**src/design/csw_pkg.sv**
```systemverilog
// Package for the chip select and wait state decoder
package csw_pkg;

  // Register byte offsets; each select owns a 16-byte stride
  localparam logic [7:0] CSW_SEL_STRIDE     = 8'h10;
  localparam logic [3:0] CSW_OFF_CONTROL    = 4'h0;
  localparam logic [3:0] CSW_OFF_LOWER      = 4'h4;
  localparam logic [3:0] CSW_OFF_UPPER      = 4'h8;
  localparam logic [3:0] CSW_OFF_BUS_MODE   = 4'hc;
  localparam logic [7:0] CSW_OFF_STATUS     = 8'h40;

  // Control field positions
  localparam int CSW_CTL_EN_BIT    = 3;
  localparam int CSW_CTL_IO_BIT    = 4;
  localparam int CSW_CTL_WAIT_LSB  = 5;
  localparam int CSW_CTL_WAIT_MSB  = 7;

  // Bus mode field positions
  localparam int CSW_BM_CYC_LSB    = 0;
  localparam int CSW_BM_CYC_MSB    = 3;
  localparam int CSW_BM_MUX_BIT    = 4;
  localparam int CSW_BM_STYLE_LSB  = 6;
  localparam int CSW_BM_STYLE_MSB  = 7;

  // Reset values
  localparam logic [7:0] CSW_RST_CONTROL   = 8'h00;
  localparam logic [7:0] CSW_RST_LOWER     = 8'h00;
  localparam logic [7:0] CSW_RST_UPPER0    = 8'hff;
  localparam logic [7:0] CSW_RST_UPPER     = 8'h00;
  localparam logic [7:0] CSW_RST_BUS_MODE  = 8'h02;

  // On-chip peripheral I/O window
  localparam logic [15:0] CSW_PERIPH_LO    = 16'h0080;
  localparam logic [15:0] CSW_PERIPH_HI    = 16'h00ff;

  // Bus cycle time lower limit
  localparam logic [3:0] CSW_CYC_MIN       = 4'h1;

  localparam logic [1:0] CSW_RESP_OKAY     = 2'h0;
  localparam logic [1:0] CSW_RESP_SLVERR   = 2'h2;

  typedef enum logic [1:0]
  {
    CSW_STYLE_NATIVE = 2'b00,
    CSW_STYLE_THREE  = 2'b01,
    CSW_STYLE_FOUR   = 2'b10,
    CSW_STYLE_SYNC   = 2'b11
  } csw_style_e;

  typedef enum logic [1:0]
  {
    CSW_ST_IDLE   = 2'b00,
    CSW_ST_WAIT   = 2'b01,
    CSW_ST_EXTW   = 2'b10,
    CSW_ST_DONE   = 2'b11
  } csw_state_e;

  // One processor bus access request
  typedef struct packed
  {
    logic        valid;
    logic        is_io;
    logic        is_write;
    logic [23:0] addr;
  } csw_access_s;

  // External bus strobes, all active low
  typedef struct packed
  {
    logic [3:0] select_n;
    logic       mem_n;
    logic       io_n;
    logic       rd_n;
    logic       wr_n;
  } csw_strobe_s;

endpackage

```
**src/design/csw_decoder.sv**
```systemverilog
// Chip select decoder with programmed and external wait states
`timescale 1ns/1ps
module csw_decoder
  import csw_pkg::*;
(
  // Clock and reset
  input  wire logic        aclk,
  input  wire logic        aresetn,
  // AXI4-Lite slave
  input  wire logic [7:0]  s_axi_awaddr,
  input  wire logic        s_axi_awvalid,
  output logic             s_axi_awready,
  input  wire logic [31:0] s_axi_wdata,
  input  wire logic [3:0]  s_axi_wstrb,
  input  wire logic        s_axi_wvalid,
  output logic             s_axi_wready,
  output logic [1:0]       s_axi_bresp,
  output logic             s_axi_bvalid,
  input  wire logic        s_axi_bready,
  input  wire logic [7:0]  s_axi_araddr,
  input  wire logic        s_axi_arvalid,
  output logic             s_axi_arready,
  output logic [31:0]      s_axi_rdata,
  output logic [1:0]       s_axi_rresp,
  output logic             s_axi_rvalid,
  input  wire logic        s_axi_rready,
  // Processor access port
  input  wire csw_access_s cpu_access,
  output logic             cpu_stall,
  // External pins
  input  wire logic        wait_in_n,
  input  wire logic        bus_request_in_n,
  input  wire logic [23:0] ext_addr,
  input  wire logic        ext_is_io,
  input  wire logic        ext_rd_n,
  input  wire logic        ext_wr_n,
  output logic             bus_grant_out_n,
  output csw_strobe_s      strobe_reg,
  output logic [3:0]       mux_select_reg
);

  logic [7:0]  control_reg  [4];
  logic [7:0]  lower_reg    [4];
  logic [7:0]  upper_reg    [4];
  logic [7:0]  bus_mode_reg [4];

  // Pin synchronisers
  logic        wait_meta_reg;
  logic        wait_sync_reg;
  logic        breq_meta_reg;
  logic        breq_sync_reg;
  logic        erd_meta_reg;
  logic        erd_sync_reg;
  logic        ewr_meta_reg;
  logic        ewr_sync_reg;
  logic        eio_meta_reg;
  logic        eio_sync_reg;
  logic [23:0] eaddr_meta_reg;
  logic [23:0] eaddr_sync_reg;

  always_ff @(posedge aclk)
  begin
    if (!aresetn)
    begin
      wait_meta_reg  <= 1'b1;
      wait_sync_reg  <= 1'b1;
      breq_meta_reg  <= 1'b1;
      breq_sync_reg  <= 1'b1;
      erd_meta_reg   <= 1'b1;
      erd_sync_reg   <= 1'b1;
      ewr_meta_reg   <= 1'b1;
      ewr_sync_reg   <= 1'b1;
      eio_meta_reg   <= 1'b0;
      eio_sync_reg   <= 1'b0;
      eaddr_meta_reg <= 24'h000000;
      eaddr_sync_reg <= 24'h000000;
    end
    else
    begin
      wait_meta_reg  <= wait_in_n;
      wait_sync_reg  <= wait_meta_reg;
      breq_meta_reg  <= bus_request_in_n;
      breq_sync_reg  <= breq_meta_reg;
      erd_meta_reg   <= ext_rd_n;
      erd_sync_reg   <= erd_meta_reg;
      ewr_meta_reg   <= ext_wr_n;
      ewr_sync_reg   <= ewr_meta_reg;
      eio_meta_reg   <= ext_is_io;
      eio_sync_reg   <= eio_meta_reg;
      eaddr_meta_reg <= ext_addr;
      eaddr_sync_reg <= eaddr_meta_reg;
    end
  end

  // Decode one select against an address
  function automatic logic sel_match(input logic [7:0] ctl,
                                     input logic [7:0] lo,
                                     input logic [7:0] hi,
                                     input logic       is_io,
                                     input logic [23:0] a);
    logic hit;
    hit = 1'b0;
    if (ctl[CSW_CTL_EN_BIT])
    begin
      if (ctl[CSW_CTL_IO_BIT])
      begin
        hit = is_io && (a[15:8] == lo)
              && !((a[15:0] >= CSW_PERIPH_LO)
                   && (a[15:0] <= CSW_PERIPH_HI));
      end
      else
      begin
        hit = !is_io && (a[23:16] >= lo) && (a[23:16] <= hi);
      end
    end
    return hit;
  endfunction

  // Access source: internal processor or granted external master
  logic        granted_reg;
  csw_access_s cur;
  logic [3:0]  hits;
  logic [3:0]  onehot;
  logic [1:0]  win_idx;

  always_comb
  begin
    if (granted_reg)
    begin
      cur.valid    = !erd_sync_reg || !ewr_sync_reg;
      cur.is_io    = eio_sync_reg;
      cur.is_write = !ewr_sync_reg;
      cur.addr     = eaddr_sync_reg;
    end
    else
    begin
      cur = cpu_access;
    end
    for (int i = 0; i < 4; i++)
    begin
      hits[i] = cur.valid && sel_match(control_reg[i], lower_reg[i],
                                       upper_reg[i], cur.is_io, cur.addr);
    end
    onehot  = 4'h0;
    win_idx = 2'd0;
    if (hits[0])
    begin
      onehot = 4'h1;
    end
    else if (hits[1])
    begin
      onehot  = 4'h2;
      win_idx = 2'd1;
    end
    else if (hits[2])
    begin
      onehot  = 4'h4;
      win_idx = 2'd2;
    end
    else if (hits[3])
    begin
      onehot  = 4'h8;
      win_idx = 2'd3;
    end
  end

  // Bus grant; handed over only between processor accesses
  // Waiting for valid low too keeps a new access from starting with grant
  logic        grant_ok;

  assign grant_ok = !cpu_stall && !cpu_access.valid;

  always_ff @(posedge aclk)
  begin
    if (!aresetn)
    begin
      granted_reg     <= 1'b0;
      bus_grant_out_n <= 1'b1;
    end
    else
    begin
      granted_reg     <= !breq_sync_reg && (granted_reg || grant_ok);
      bus_grant_out_n <= !(!breq_sync_reg && (granted_reg || grant_ok));
    end
  end

  // Access sequencer
  csw_state_e state_reg;
  logic [2:0] wait_cnt_reg;

  always_ff @(posedge aclk)
  begin
    if (!aresetn)
    begin
      state_reg    <= CSW_ST_IDLE;
      wait_cnt_reg <= 3'd0;
      cpu_stall    <= 1'b0;
    end
    else
    begin
      case (state_reg)
        CSW_ST_IDLE:
        begin
          if (!granted_reg && cur.valid && (onehot != 4'h0))
          begin
            wait_cnt_reg <= control_reg[win_idx][CSW_CTL_WAIT_MSB:
                                                 CSW_CTL_WAIT_LSB];
            state_reg    <= CSW_ST_WAIT;
            cpu_stall    <= 1'b1;
          end
        end
        CSW_ST_WAIT:
        begin
          if (wait_cnt_reg != 3'd0)
          begin
            wait_cnt_reg <= wait_cnt_reg - 3'd1;
          end
          // wait sampled at end of programmed waits
          else if (!wait_sync_reg)
          begin
            state_reg <= CSW_ST_EXTW;
          end
          else
          begin
            state_reg <= CSW_ST_DONE;
            cpu_stall <= 1'b0;
          end
        end
        CSW_ST_EXTW:
        begin
          if (wait_sync_reg)
          begin
            state_reg <= CSW_ST_DONE;
            cpu_stall <= 1'b0;
          end
        end
        CSW_ST_DONE:
        begin
          // Processor drops valid before the next access
          if (!cpu_access.valid)
          begin
            state_reg <= CSW_ST_IDLE;
          end
        end
        default:
        begin
          state_reg <= CSW_ST_IDLE;
        end
      endcase
    end
  end

  // External strobes
  always_ff @(posedge aclk)
  begin
    if (!aresetn)
    begin
      strobe_reg     <= '{select_n: 4'hf, mem_n: 1'b1, io_n: 1'b1,
                          rd_n: 1'b1, wr_n: 1'b1};
      mux_select_reg <= 4'h0;
    end
    else
    begin
      strobe_reg.select_n <= ~onehot;
      strobe_reg.mem_n    <= !((onehot != 4'h0) && !cur.is_io);
      strobe_reg.io_n     <= !((onehot != 4'h0) && cur.is_io);
      strobe_reg.rd_n     <= !((onehot != 4'h0) && !cur.is_write);
      strobe_reg.wr_n     <= !((onehot != 4'h0) && cur.is_write);
      for (int i = 0; i < 4; i++)
      begin
        mux_select_reg[i] <= onehot[i] && bus_mode_reg[i][CSW_BM_MUX_BIT]
          && (bus_mode_reg[i][CSW_BM_STYLE_MSB:CSW_BM_STYLE_LSB]
              == CSW_STYLE_FOUR);
      end
    end
  end

  // AXI4-Lite slave; external master has no path to these
  logic        aw_held_reg;
  logic        w_held_reg;
  logic [7:0]  aw_addr_reg;
  logic [31:0] w_data_reg;
  logic [3:0]  w_strb_reg;
  logic        wr_fire;
  logic [1:0]  wsel;
  logic [3:0]  woff;

  assign wr_fire = aw_held_reg && w_held_reg && !s_axi_bvalid;
  assign wsel    = aw_addr_reg[5:4];
  assign woff    = aw_addr_reg[3:0];

  always_ff @(posedge aclk)
  begin
    if (!aresetn)
    begin
      aw_held_reg   <= 1'b0;
      w_held_reg    <= 1'b0;
      aw_addr_reg   <= 8'h00;
      w_data_reg    <= 32'h00000000;
      w_strb_reg    <= 4'h0;
      s_axi_awready <= 1'b1;
      s_axi_wready  <= 1'b1;
      s_axi_bvalid  <= 1'b0;
      s_axi_bresp   <= CSW_RESP_OKAY;
    end
    else
    begin
      if (s_axi_awvalid && s_axi_awready)
      begin
        aw_held_reg   <= 1'b1;
        aw_addr_reg   <= s_axi_awaddr;
        s_axi_awready <= 1'b0;
      end
      if (s_axi_wvalid && s_axi_wready)
      begin
        w_held_reg   <= 1'b1;
        w_data_reg   <= s_axi_wdata;
        w_strb_reg   <= s_axi_wstrb;
        s_axi_wready <= 1'b0;
      end
      if (wr_fire)
      begin
        s_axi_bvalid <= 1'b1;
        s_axi_bresp  <= (aw_addr_reg < CSW_OFF_STATUS && woff[1:0] == 2'b00)
                        ? CSW_RESP_OKAY : CSW_RESP_SLVERR;
      end
      if (s_axi_bvalid && s_axi_bready)
      begin
        s_axi_bvalid  <= 1'b0;
        aw_held_reg   <= 1'b0;
        w_held_reg    <= 1'b0;
        s_axi_awready <= 1'b1;
        s_axi_wready  <= 1'b1;
      end
    end
  end

  // Register file; only byte lane 0 carries data
  always_ff @(posedge aclk)
  begin
    if (!aresetn)
    begin
      for (int i = 0; i < 4; i++)
      begin
        control_reg[i]  <= CSW_RST_CONTROL;
        lower_reg[i]    <= CSW_RST_LOWER;
        upper_reg[i]    <= (i == 0) ? CSW_RST_UPPER0 : CSW_RST_UPPER;
        bus_mode_reg[i] <= CSW_RST_BUS_MODE;
      end
    end
    else if (wr_fire && w_strb_reg[0] && aw_addr_reg < CSW_OFF_STATUS)
    begin
      if (woff == CSW_OFF_CONTROL)
      begin
        control_reg[wsel] <= w_data_reg[7:0];
      end
      else if (woff == CSW_OFF_LOWER)
      begin
        lower_reg[wsel] <= w_data_reg[7:0];
      end
      else if (woff == CSW_OFF_UPPER)
      begin
        upper_reg[wsel] <= w_data_reg[7:0];
      end
      else if (woff == CSW_OFF_BUS_MODE)
      begin
        // zero cycle count clamps to one
        bus_mode_reg[wsel] <= (w_data_reg[CSW_BM_CYC_MSB:CSW_BM_CYC_LSB]
                               == 4'h0)
          ? {w_data_reg[7:4], CSW_CYC_MIN} : w_data_reg[7:0];
      end
    end
  end

  // Read channel
  logic [1:0] rsel;
  logic [3:0] roff;
  logic [7:0] rbyte;
  logic       rok;

  assign rsel = s_axi_araddr[5:4];
  assign roff = s_axi_araddr[3:0];

  always_comb
  begin
    rbyte = 8'h00;
    rok   = 1'b1;
    if (s_axi_araddr == CSW_OFF_STATUS)
    begin
      rbyte = {granted_reg, cpu_stall, state_reg, ~strobe_reg.select_n};
    end
    else if (s_axi_araddr > CSW_OFF_STATUS)
    begin
      rok = 1'b0;
    end
    else if (roff == CSW_OFF_CONTROL)
    begin
      rbyte = control_reg[rsel];
    end
    else if (roff == CSW_OFF_LOWER)
    begin
      rbyte = lower_reg[rsel];
    end
    else if (roff == CSW_OFF_UPPER)
    begin
      rbyte = upper_reg[rsel];
    end
    else if (roff == CSW_OFF_BUS_MODE)
    begin
      rbyte = bus_mode_reg[rsel];
    end
    else
    begin
      rok = 1'b0;
    end
  end

  always_ff @(posedge aclk)
  begin
    if (!aresetn)
    begin
      s_axi_arready <= 1'b1;
      s_axi_rvalid  <= 1'b0;
      s_axi_rdata   <= 32'h00000000;
      s_axi_rresp   <= CSW_RESP_OKAY;
    end
    else if (s_axi_arvalid && s_axi_arready)
    begin
      s_axi_arready <= 1'b0;
      s_axi_rvalid  <= 1'b1;
      s_axi_rdata   <= {24'h000000, rbyte};
      s_axi_rresp   <= rok ? CSW_RESP_OKAY : CSW_RESP_SLVERR;
    end
    else if (s_axi_rvalid && s_axi_rready)
    begin
      s_axi_rvalid  <= 1'b0;
      s_axi_arready <= 1'b1;
    end
  end

endmodule // csw_decoder

```
**config.mk**
```make
export PLATFORM = sky130hd
export DESIGN_NAME = csw_decoder
export DESIGN_NICKNAME = d
export VERILOG_FILES = /design/src/design/csw_pkg.sv /design/src/design/csw_decoder.sv
export SDC_FILE = /design/constraint.sdc
export NUM_CORES = 1
export LEC_CHECK = 0
export ABC_AREA = 1
export BUFFER_PORTS_ARGS = -buffer_cell sky130_fd_sc_hd__buf_2
export CAP_MARGIN = 5
export CORE_MARGIN = 5
export CORE_UTILIZATION = 50
export CTS_CLUSTER_SIZE = 24
export DETAILED_ROUTE_END_ITERATION = 10
export PLACE_DENSITY_LB_ADDON = 0.08
export SETUP_SLACK_MARGIN = 0.02
export SYNTH_ARGS = -nofsm -noshare
export SYNTH_HDL_FRONTEND = slang
export SYNTH_SLANG_ARGS = --single-unit
```
**constraint.sdc**
```tcl
create_clock -name aclk -period 2.8 [get_ports aclk]
set_input_delay 0.14 -clock aclk [delete_from_list [all_inputs] [get_ports aclk]]
set_output_delay 0.14 -clock aclk [all_outputs]
set_load 0.01 [all_outputs]
```
==> impl_metrics.env, run 1 <==
export IMPL_run_status="completed"
export IMPL_die_x_um=166
export IMPL_worstReg2RegStart="granted_reg$_SDFF_PN0_"
export IMPL_max_freq_mhz=369
export IMPL_final_hold_worst_slack_ps=145
export IMPL_die_area_sq_um=27500
export IMPL_violation_count_after_the_first_detailed_routing_iteration=774
export IMPL_gpl_final_weighted_congestion=0.924
export IMPL_mostFrequentLayoutCell="sky130_fd_sc_hd__nand2_1"
export IMPL_synth_edf_count=128
export IMPL_global_route_overflow_total=0
export IMPL_timing_setup_tns_ps=0
export IMPL_worst_reg2reg_endpoint="strobe_reg[7]$_SDFF_PN1_"
export IMPL_number_of_optimization_iterations_in_the_first_detailed_route_pass=6
export IMPL_worst_r2r_setup_slack_ps=90
export IMPL_cp_data_required_time_ps=3250
export IMPL_clk_root_buffer_cell="sky130_fd_sc_hd__clkbuf_16"
export IMPL_netlist_cell_type_count=47
export IMPL_fillerInstances=2098
export IMPL_die_height_um=166
export IMPL_highest_count_cells_in_the_layout_ignoring_fill_and_taps="290 x sky130_fd_sc_hd__nand2_1, 213 x sky130_fd_sc_hd__nor2_1, 194 x sky130_fd_sc_hd__inv_1, 128 x sky130_fd_sc_hd__edfxtp_1, 107 x sky130_fd_sc_hd__o21ai_0"
export IMPL_postLayoutCellArea_sq_um=15100
export IMPL_grt_setup_unrepaired="yes"
export IMPL_critical_path_max_stage_delay_ps=380
export IMPL_synth_compound_area_frac=0.112
export IMPL_whs_endpoint="s_axi_rdata[2]$_SDFFE_PN0P_"
export IMPL_period_minus_slack_ps=2710
export IMPL_post_synth_cell_area_avg_sq_um=7.97
export IMPL_syn_inst=1522
export IMPL_post_dp_hpwl_mm=24.4
export IMPL_antenna_found_initial=0
export IMPL_numCtsBuffers=25
export IMPL_final_hold_violation_count=0
export IMPL_synth_xor_area_frac=0.00217
export IMPL_setup_violations=0
export IMPL_ys_flop_type="sky130_fd_sc_hd__edfxtp_1"
export IMPL_worst_path_most_repeated_cell="sky130_fd_sc_hd__buf_4"
export IMPL_clkSlewWorstSetupHoldPaths_ps=60
export IMPL_wire_length_of_the_first_global_routing_pass_mm=52.9
export IMPL_synth_mux_area_fraction=0.000826
export IMPL_hold_depth=4
export IMPL_num_vias=10500
export IMPL_synth_simple_gate_area_frac=0.231
export IMPL_post_route_cells_drive_above_1_share=0.185
export IMPL_worstRegToRegCells=16
export IMPL_holdCritPathClass="input pin to register"
export IMPL_max_clock_skew_ps=25.2
export IMPL_post_route_period_util=0.968
export IMPL_avgViaCountPerCell=5.18
export IMPL_worstPathCellList="buf_12 > nand2_1 > nand2_2 > buf_12 > buf_4 > ha_1 > a21oi_1 > o21a_1 > nand2_2 > nand3_4 > nand2_1 > nand3_2 > buf_4 > nand4_1 > buf_4 > buf_4"
export IMPL_worst_slew_pin_tran_ps=904
export IMPL_hp_start="s_axi_araddr[7]"
export IMPL_asyncSetResetFlopFracSynth=0
export IMPL_num_antenna_cells=0
export IMPL_finish_net_count=1878
export IMPL_irDropWorstVdd_mv=0.564
export IMPL_synth_seq_area_share=0.479
export IMPL_cts_max_path_buffers=3
export IMPL_grt_start_max_net_pins=89
export IMPL_tritoncts_clock_tree="built"
export IMPL_worst_setup_path_type="register to register"
export IMPL_drv_max_cap_violation_count=0
export IMPL_syn_cell_area_sq_um=12100
export IMPL_worstSetupEndpointType="register"
export IMPL_layout_area_overhead_vs_synth_pct=24.7
export IMPL_antenna_violating_nets_remaining=0
export IMPL_slew_headroom=0.398
export IMPL_clock_latency_ps=550
export IMPL_tritoncts_num_sinks=226
export IMPL_drt_wl_total_mm=35.0
export IMPL_fp_coreArea_sq_um=24100
export IMPL_clock_tree_htree_level_count=1
export IMPL_critical_path_slowest_cell="sky130_fd_sc_hd__dfxtp_4"
export IMPL_first_global_vias=9704
export IMPL_synth_fa_ha_area_frac=0.0733
export IMPL_dominant_combinational_cell_family_by_area_after_synthesis="simple AND/OR/NAND/NOR gates"
export IMPL_remaining_drc_errors=0
export IMPL_port_buffers=102
export IMPL_static_power_due_to_leakage_uw=0.00671
export IMPL_timing_critical_path_arrival_ps=3160
export IMPL_globalRouteTotalUtil=0.240
export IMPL_postSynthRegisterBits=226
export IMPL_timing_critical_path_fanout_max=8
export IMPL_critical_path_startpoint_type="register"
export IMPL_post_drt_wl_per_cell_um=17.2
export IMPL_yosys_warnings=0
export IMPL_initial_core_util=0.503
export IMPL_report_final_slew_viol_count=0
export IMPL_power_per_cell_area_nw_per_um2=554
export IMPL_place_area_sq_um=13200
export IMPL_ioPinCount=170
export IMPL_std_cell_rows=57
==> critical path: cells and delay by family, from the launching register on <==
kind | cells | cell delay [ps]
flip-flops | 1 | 380
buffers and inverters | 6 | 930
AO/OA/AOI/OAI | 2 | 280
AND/OR/NAND/NOR | 7 | 720
adder cells (fa/ha/maj) | 1 | 290
==> synthesized netlist by cell type, types with 7 or more instances <==
cell type / count / area share
sky130_fd_sc_hd__o21a_1: 7 / 0.0043
sky130_fd_sc_hd__o21ai_1: 7 / 0.0029
sky130_fd_sc_hd__inv_1: 196 / 0.061
sky130_fd_sc_hd__ha_1: 71 / 0.073
sky130_fd_sc_hd__clkbuf_1: 48 / 0.015
sky130_fd_sc_hd__o21ai_0: 109 / 0.045
sky130_fd_sc_hd__or2_2: 10 / 0.0052
sky130_fd_sc_hd__buf_4: 28 / 0.017
sky130_fd_sc_hd__edfxtp_1: 128 / 0.32
sky130_fd_sc_hd__nor3_1: 37 / 0.015
sky130_fd_sc_hd__a21oi_1: 87 / 0.036
sky130_fd_sc_hd__nor2_1: 218 / 0.067
sky130_fd_sc_hd__nand3_1: 60 / 0.025
sky130_fd_sc_hd__nand4_1: 13 / 0.0067
sky130_fd_sc_hd__nand2_1: 320 / 0.099
sky130_fd_sc_hd__dfxtp_1: 98 / 0.16
sky130_fd_sc_hd__clkinv_1: 11 / 0.0034
sky130_fd_sc_hd__nand2_2: 8 / 0.0041
==> worst max-delay path by stage <==
| stage | from | to | slack [ps] |
|---|---|---|---|
| floorplan | granted_reg$_SDFF_PN0_ | wait_cnt_reg[0]$_SDFFE_PN0P_ | 90 |
| detailed placement | granted_reg$_SDFF_PN0_ | mux_select_reg[3]$_SDFF_PN0_ | -40 |
| global route | granted_reg$_SDFF_PN0_ | wait_cnt_reg[1]$_SDFFE_PN0P_ | -80 |
| finish | granted_reg$_SDFF_PN0_ | strobe_reg[7]$_SDFF_PN1_ | 90 |
| global placement | granted_reg$_SDFF_PN0_ | strobe_reg[3]$_SDFF_PN1_ | -9 |
| CTS | granted_reg$_SDFF_PN0_ | wait_cnt_reg[1]$_SDFFE_PN0P_ | 30 |
==> metrics by stage <==
stage | util | instances | setup slack [ps] | total power [uW]
after CTS | 0.600 | 2030 | 30.1 | 8270
after detailed placement | 0.547 | 1936 | -42.7 | 5070
after global routing | 0.627 | 2034 | -80.5 | 8760
final | 0.627 | 2034 | 89.4 | 8370
after floorplan | - | 1547 | 91.6 | 4640
after global placement | 0.547 | 1936 | -8.53 | 5040
==> power by group <==
group | internal (uW) | switching [uW]
Combinational | 538 | 918
Sequential | 3660 | 92.3
Clock | 1820 | 1340
==> per-layer routing <==
layer | vias to the layer above | routed length [um] | track usage
li1 | 5252 | - | -
met1 | 4882 | 14900 | 0.328
met3 | 53 | 2360 | 0.0307
met4 | 0 | 741 | 0.0606
met5 | - | 0 | 0
met2 | 358 | 17000 | 0.409
==> area by class of cell <==
class / instances / area, sq um / share of cell area
clock buffer: 31 / 677 / 0.0448
timing repair buffer: 201 / 1520 / 0.101
clock inverter: 14 / 119 / 0.00786
multi-input combinational: 1025 / 5780 / 0.383
sequential: 226 / 5810 / 0.384
inverter: 213 / 802 / 0.0531
tap: 324 / 405 / 0.0268
==> logic make-up (layout without fill, tap and decap cells) <==
family,Yosys count,after routing
simple gates,677,677
buf+inv,296,459
compound gates,247,247
flops,226,226
fa+ha+maj,71,71
xor+xnor,3,3
other cells,1,26
mux,1,1
==> what timing repair did <==
action | CTS | global route
hold buffers | 48 | 0
endpoints found under the setup margin | 8 | 22
resized for setup | 2 | 113
gates cloned | 0 | 1
hold endpoints to repair | 53 | 0
pin swaps | 1 | 33
buffers inserted | 1 | 3
No activity file was read; power rests on OpenSTA's default activity.
==> run 2: changes to the inputs <==
--- a/config.mk
+++ b/config.mk
@@ -13,6 +13,7 @@
 export CTS_CLUSTER_SIZE = 24
 export DETAILED_ROUTE_END_ITERATION = 10
 export PLACE_DENSITY_LB_ADDON = 0.08
+export RECOVER_POWER = 50
 export SETUP_SLACK_MARGIN = 0.02
 export SYNTH_ARGS = -nofsm -noshare
 export SYNTH_HDL_FRONTEND = slang
==> impl_metrics.env, run 2 (same netlist as run 1, synthesis figures left out) <==
export IMPL_run_status="completed"
export IMPL_final_core_utilization=0.625
export IMPL_finish_net_count=1878
export IMPL_max_clock_skew_ps=25.3
export IMPL_violation_count_after_the_first_detailed_routing_iteration=750
export IMPL_maxUsedRoutingLayer="met4"
export IMPL_post_drt_wl_per_cell_um=17.2
export IMPL_clkSlewWorstSetupHoldPaths_ps=60
export IMPL_drt_wl_total_mm=35.1
export IMPL_drv_max_cap_violation_count=0
export IMPL_clock_tree_htree_level_count=1
export IMPL_routed_wl_met3_mm=2.48
export IMPL_holdCritPathClass="input pin to register"
export IMPL_slew_headroom=0.392
export IMPL_wl_met1_mm=14.9
export IMPL_final_hold_worst_slack_ps=137
export IMPL_remaining_drc_errors=0
export IMPL_post_route_period_util=0.963
export IMPL_port_buffers=102
export IMPL_cts_max_path_buffers=3
export IMPL_mostFrequentLayoutCell="sky130_fd_sc_hd__nand2_1"
export IMPL_post_place_cells=1936
export IMPL_first_global_vias=9704
export IMPL_report_final_slew_viol_count=0
export IMPL_num_vias=10500
export IMPL_number_of_optimization_iterations_in_the_first_detailed_route_pass=5
export IMPL_final_hold_violation_count=0
export IMPL_static_power_due_to_leakage_uw=0.00662
export IMPL_die_area_sq_um=27500
export IMPL_tritoncts_num_sinks=226
export IMPL_numCtsBuffers=25
export IMPL_wire_length_of_the_first_global_routing_pass_mm=52.9
export IMPL_post_dp_hpwl_mm=24.4
export IMPL_instances_no_fill=2034
export IMPL_timing_critical_path_arrival_ps=3140
export IMPL_detailedPlace_worstSlack_ps=-42.7
export IMPL_worstSetupEndpointType="register"
export IMPL_die_x_um=166
export IMPL_die_height_um=166
export IMPL_num_antenna_cells=0
export IMPL_wl_met2_mm=16.9
export IMPL_finalWorstSetupSlack_ps=104
export IMPL_clock_latency_ps=550
export IMPL_period_minus_slack_ps=2700
export IMPL_layout_area_overhead_vs_synth_pct=24.3
export IMPL_antenna_violating_nets_remaining=0
export IMPL_ioPinCount=170
export IMPL_grt_start_max_net_pins=89
export IMPL_globalRouteTotalUtil=0.240
export IMPL_worst_setup_path_type="register to register"
export IMPL_postLayoutCellArea_sq_um=15100
export IMPL_timing_critical_path_fanout_max=8
export IMPL_tritoncts_clock_tree="built"
export IMPL_worst_slew_pin_tran_ps=911
export IMPL_critical_path_startpoint_type="register"
export IMPL_highest_count_cells_in_the_layout_ignoring_fill_and_taps="290 x sky130_fd_sc_hd__nand2_1, 213 x sky130_fd_sc_hd__nor2_1, 194 x sky130_fd_sc_hd__inv_1, 128 x sky130_fd_sc_hd__edfxtp_1, 107 x sky130_fd_sc_hd__o21ai_0"
export IMPL_avgViaCountPerCell=5.18
export IMPL_std_cell_rows=57
export IMPL_gpl_final_weighted_congestion=0.924
export IMPL_antenna_found_initial=0
export IMPL_cp_data_required_time_ps=3250
export IMPL_irDropWorstVdd_mv=0.566
export IMPL_global_route_overflow_total=0
export IMPL_grt_setup_unrepaired="yes"
export IMPL_fp_coreArea_sq_um=24100
export IMPL_fillerInstances=2114
export IMPL_max_freq_mhz=371
export IMPL_initial_core_util=0.503
export IMPL_clk_root_buffer_cell="sky130_fd_sc_hd__clkbuf_16"
export IMPL_setup_violations=0
export IMPL_power_per_cell_area_nw_per_um2=555
export IMPL_post_route_cells_drive_above_1_share=0.167
export IMPL_place_area_sq_um=13200
run 2: layout make-up:
class	instances	area (sq um)	share of cell area
well taps	324	405	0.0269
flip-flops and latches	226	5810	0.385
clock buffers	31	677	0.0449
multi-input cells	1025	5780	0.384
inverters	213	802	0.0532
repair buffers	201	1480	0.0981
clock inverters	14	119	0.00789
run 2: timing repair:
item | 4_1_cts | 5_1_grt
buffers inserted | 1 | 3
gates resized for setup | 2 | 113
hold endpoints to repair | 53 | 0
pin swaps | 1 | 33
hold buffers | 48 | 0
gates cloned | 0 | 1
setup endpoints to repair | 8 | 22
run 2: per-stage QoR:
step	total power (uW)	TNS [ps]
after CTS	8270	0
after global placement	5040	-10.3
after detailed placement	5070	-183
after global routing	8750	-442
after floorplan	4640	0
final	8360	0
run 2: worst paths after layout:
| check | from | end | slack (ps) | cells past startpoint |
|---|---|---|---|---|
| max | granted_reg$_SDFF_PN0_ | strobe_reg[7]$_SDFF_PN1_ | 100 | 16 |
| min | s_axi_araddr[7] | s_axi_rdata[3]$_SDFFE_PN0P_ | 140 | 4 |
| max reg2reg | granted_reg$_SDFF_PN0_ | strobe_reg[7]$_SDFF_PN1_ | 100 | 16 |
| min reg2reg | breq_sync_reg$_SDFF_PN1_ | granted_reg$_SDFF_PN0_ | 400 | 1 |
run 2: worst max-delay path, cell delays in order, from the launching register on:
cell	delay [ps]
sky130_fd_sc_hd__dfxtp_4	380
sky130_fd_sc_hd__buf_12	150
sky130_fd_sc_hd__nand2_1	60
sky130_fd_sc_hd__nand2_2	70
sky130_fd_sc_hd__buf_12	150
sky130_fd_sc_hd__buf_4	150
sky130_fd_sc_hd__ha_1	290
sky130_fd_sc_hd__a21oi_1	140
sky130_fd_sc_hd__o21a_1	140
sky130_fd_sc_hd__nand2_2	70
sky130_fd_sc_hd__nand3_4	80
sky130_fd_sc_hd__nand2_1	70
sky130_fd_sc_hd__nand3_2	130
sky130_fd_sc_hd__buf_4	130
sky130_fd_sc_hd__nand4_1	240
sky130_fd_sc_hd__buf_4	230
sky130_fd_sc_hd__buf_4	120
run 2: report_power, final:
part | internal, uW | total, uW | leakage, uW | switching [uW]
clock | 1820 | 3160 | 0.000389 | 1340
combinational | 531 | 1450 | 0.00414 | 918
sequential | 3660 | 3750 | 0.00209 | 93.0
total | 6010 | 8360 | 0.00662 | 2350
run 2: metal layers:
layer  up-vias  global-route usage
met2       392               0.409
met3        49              0.0307
met5         -                   0
met4         0              0.0606
li1       5252                   -
met1      4836               0.328
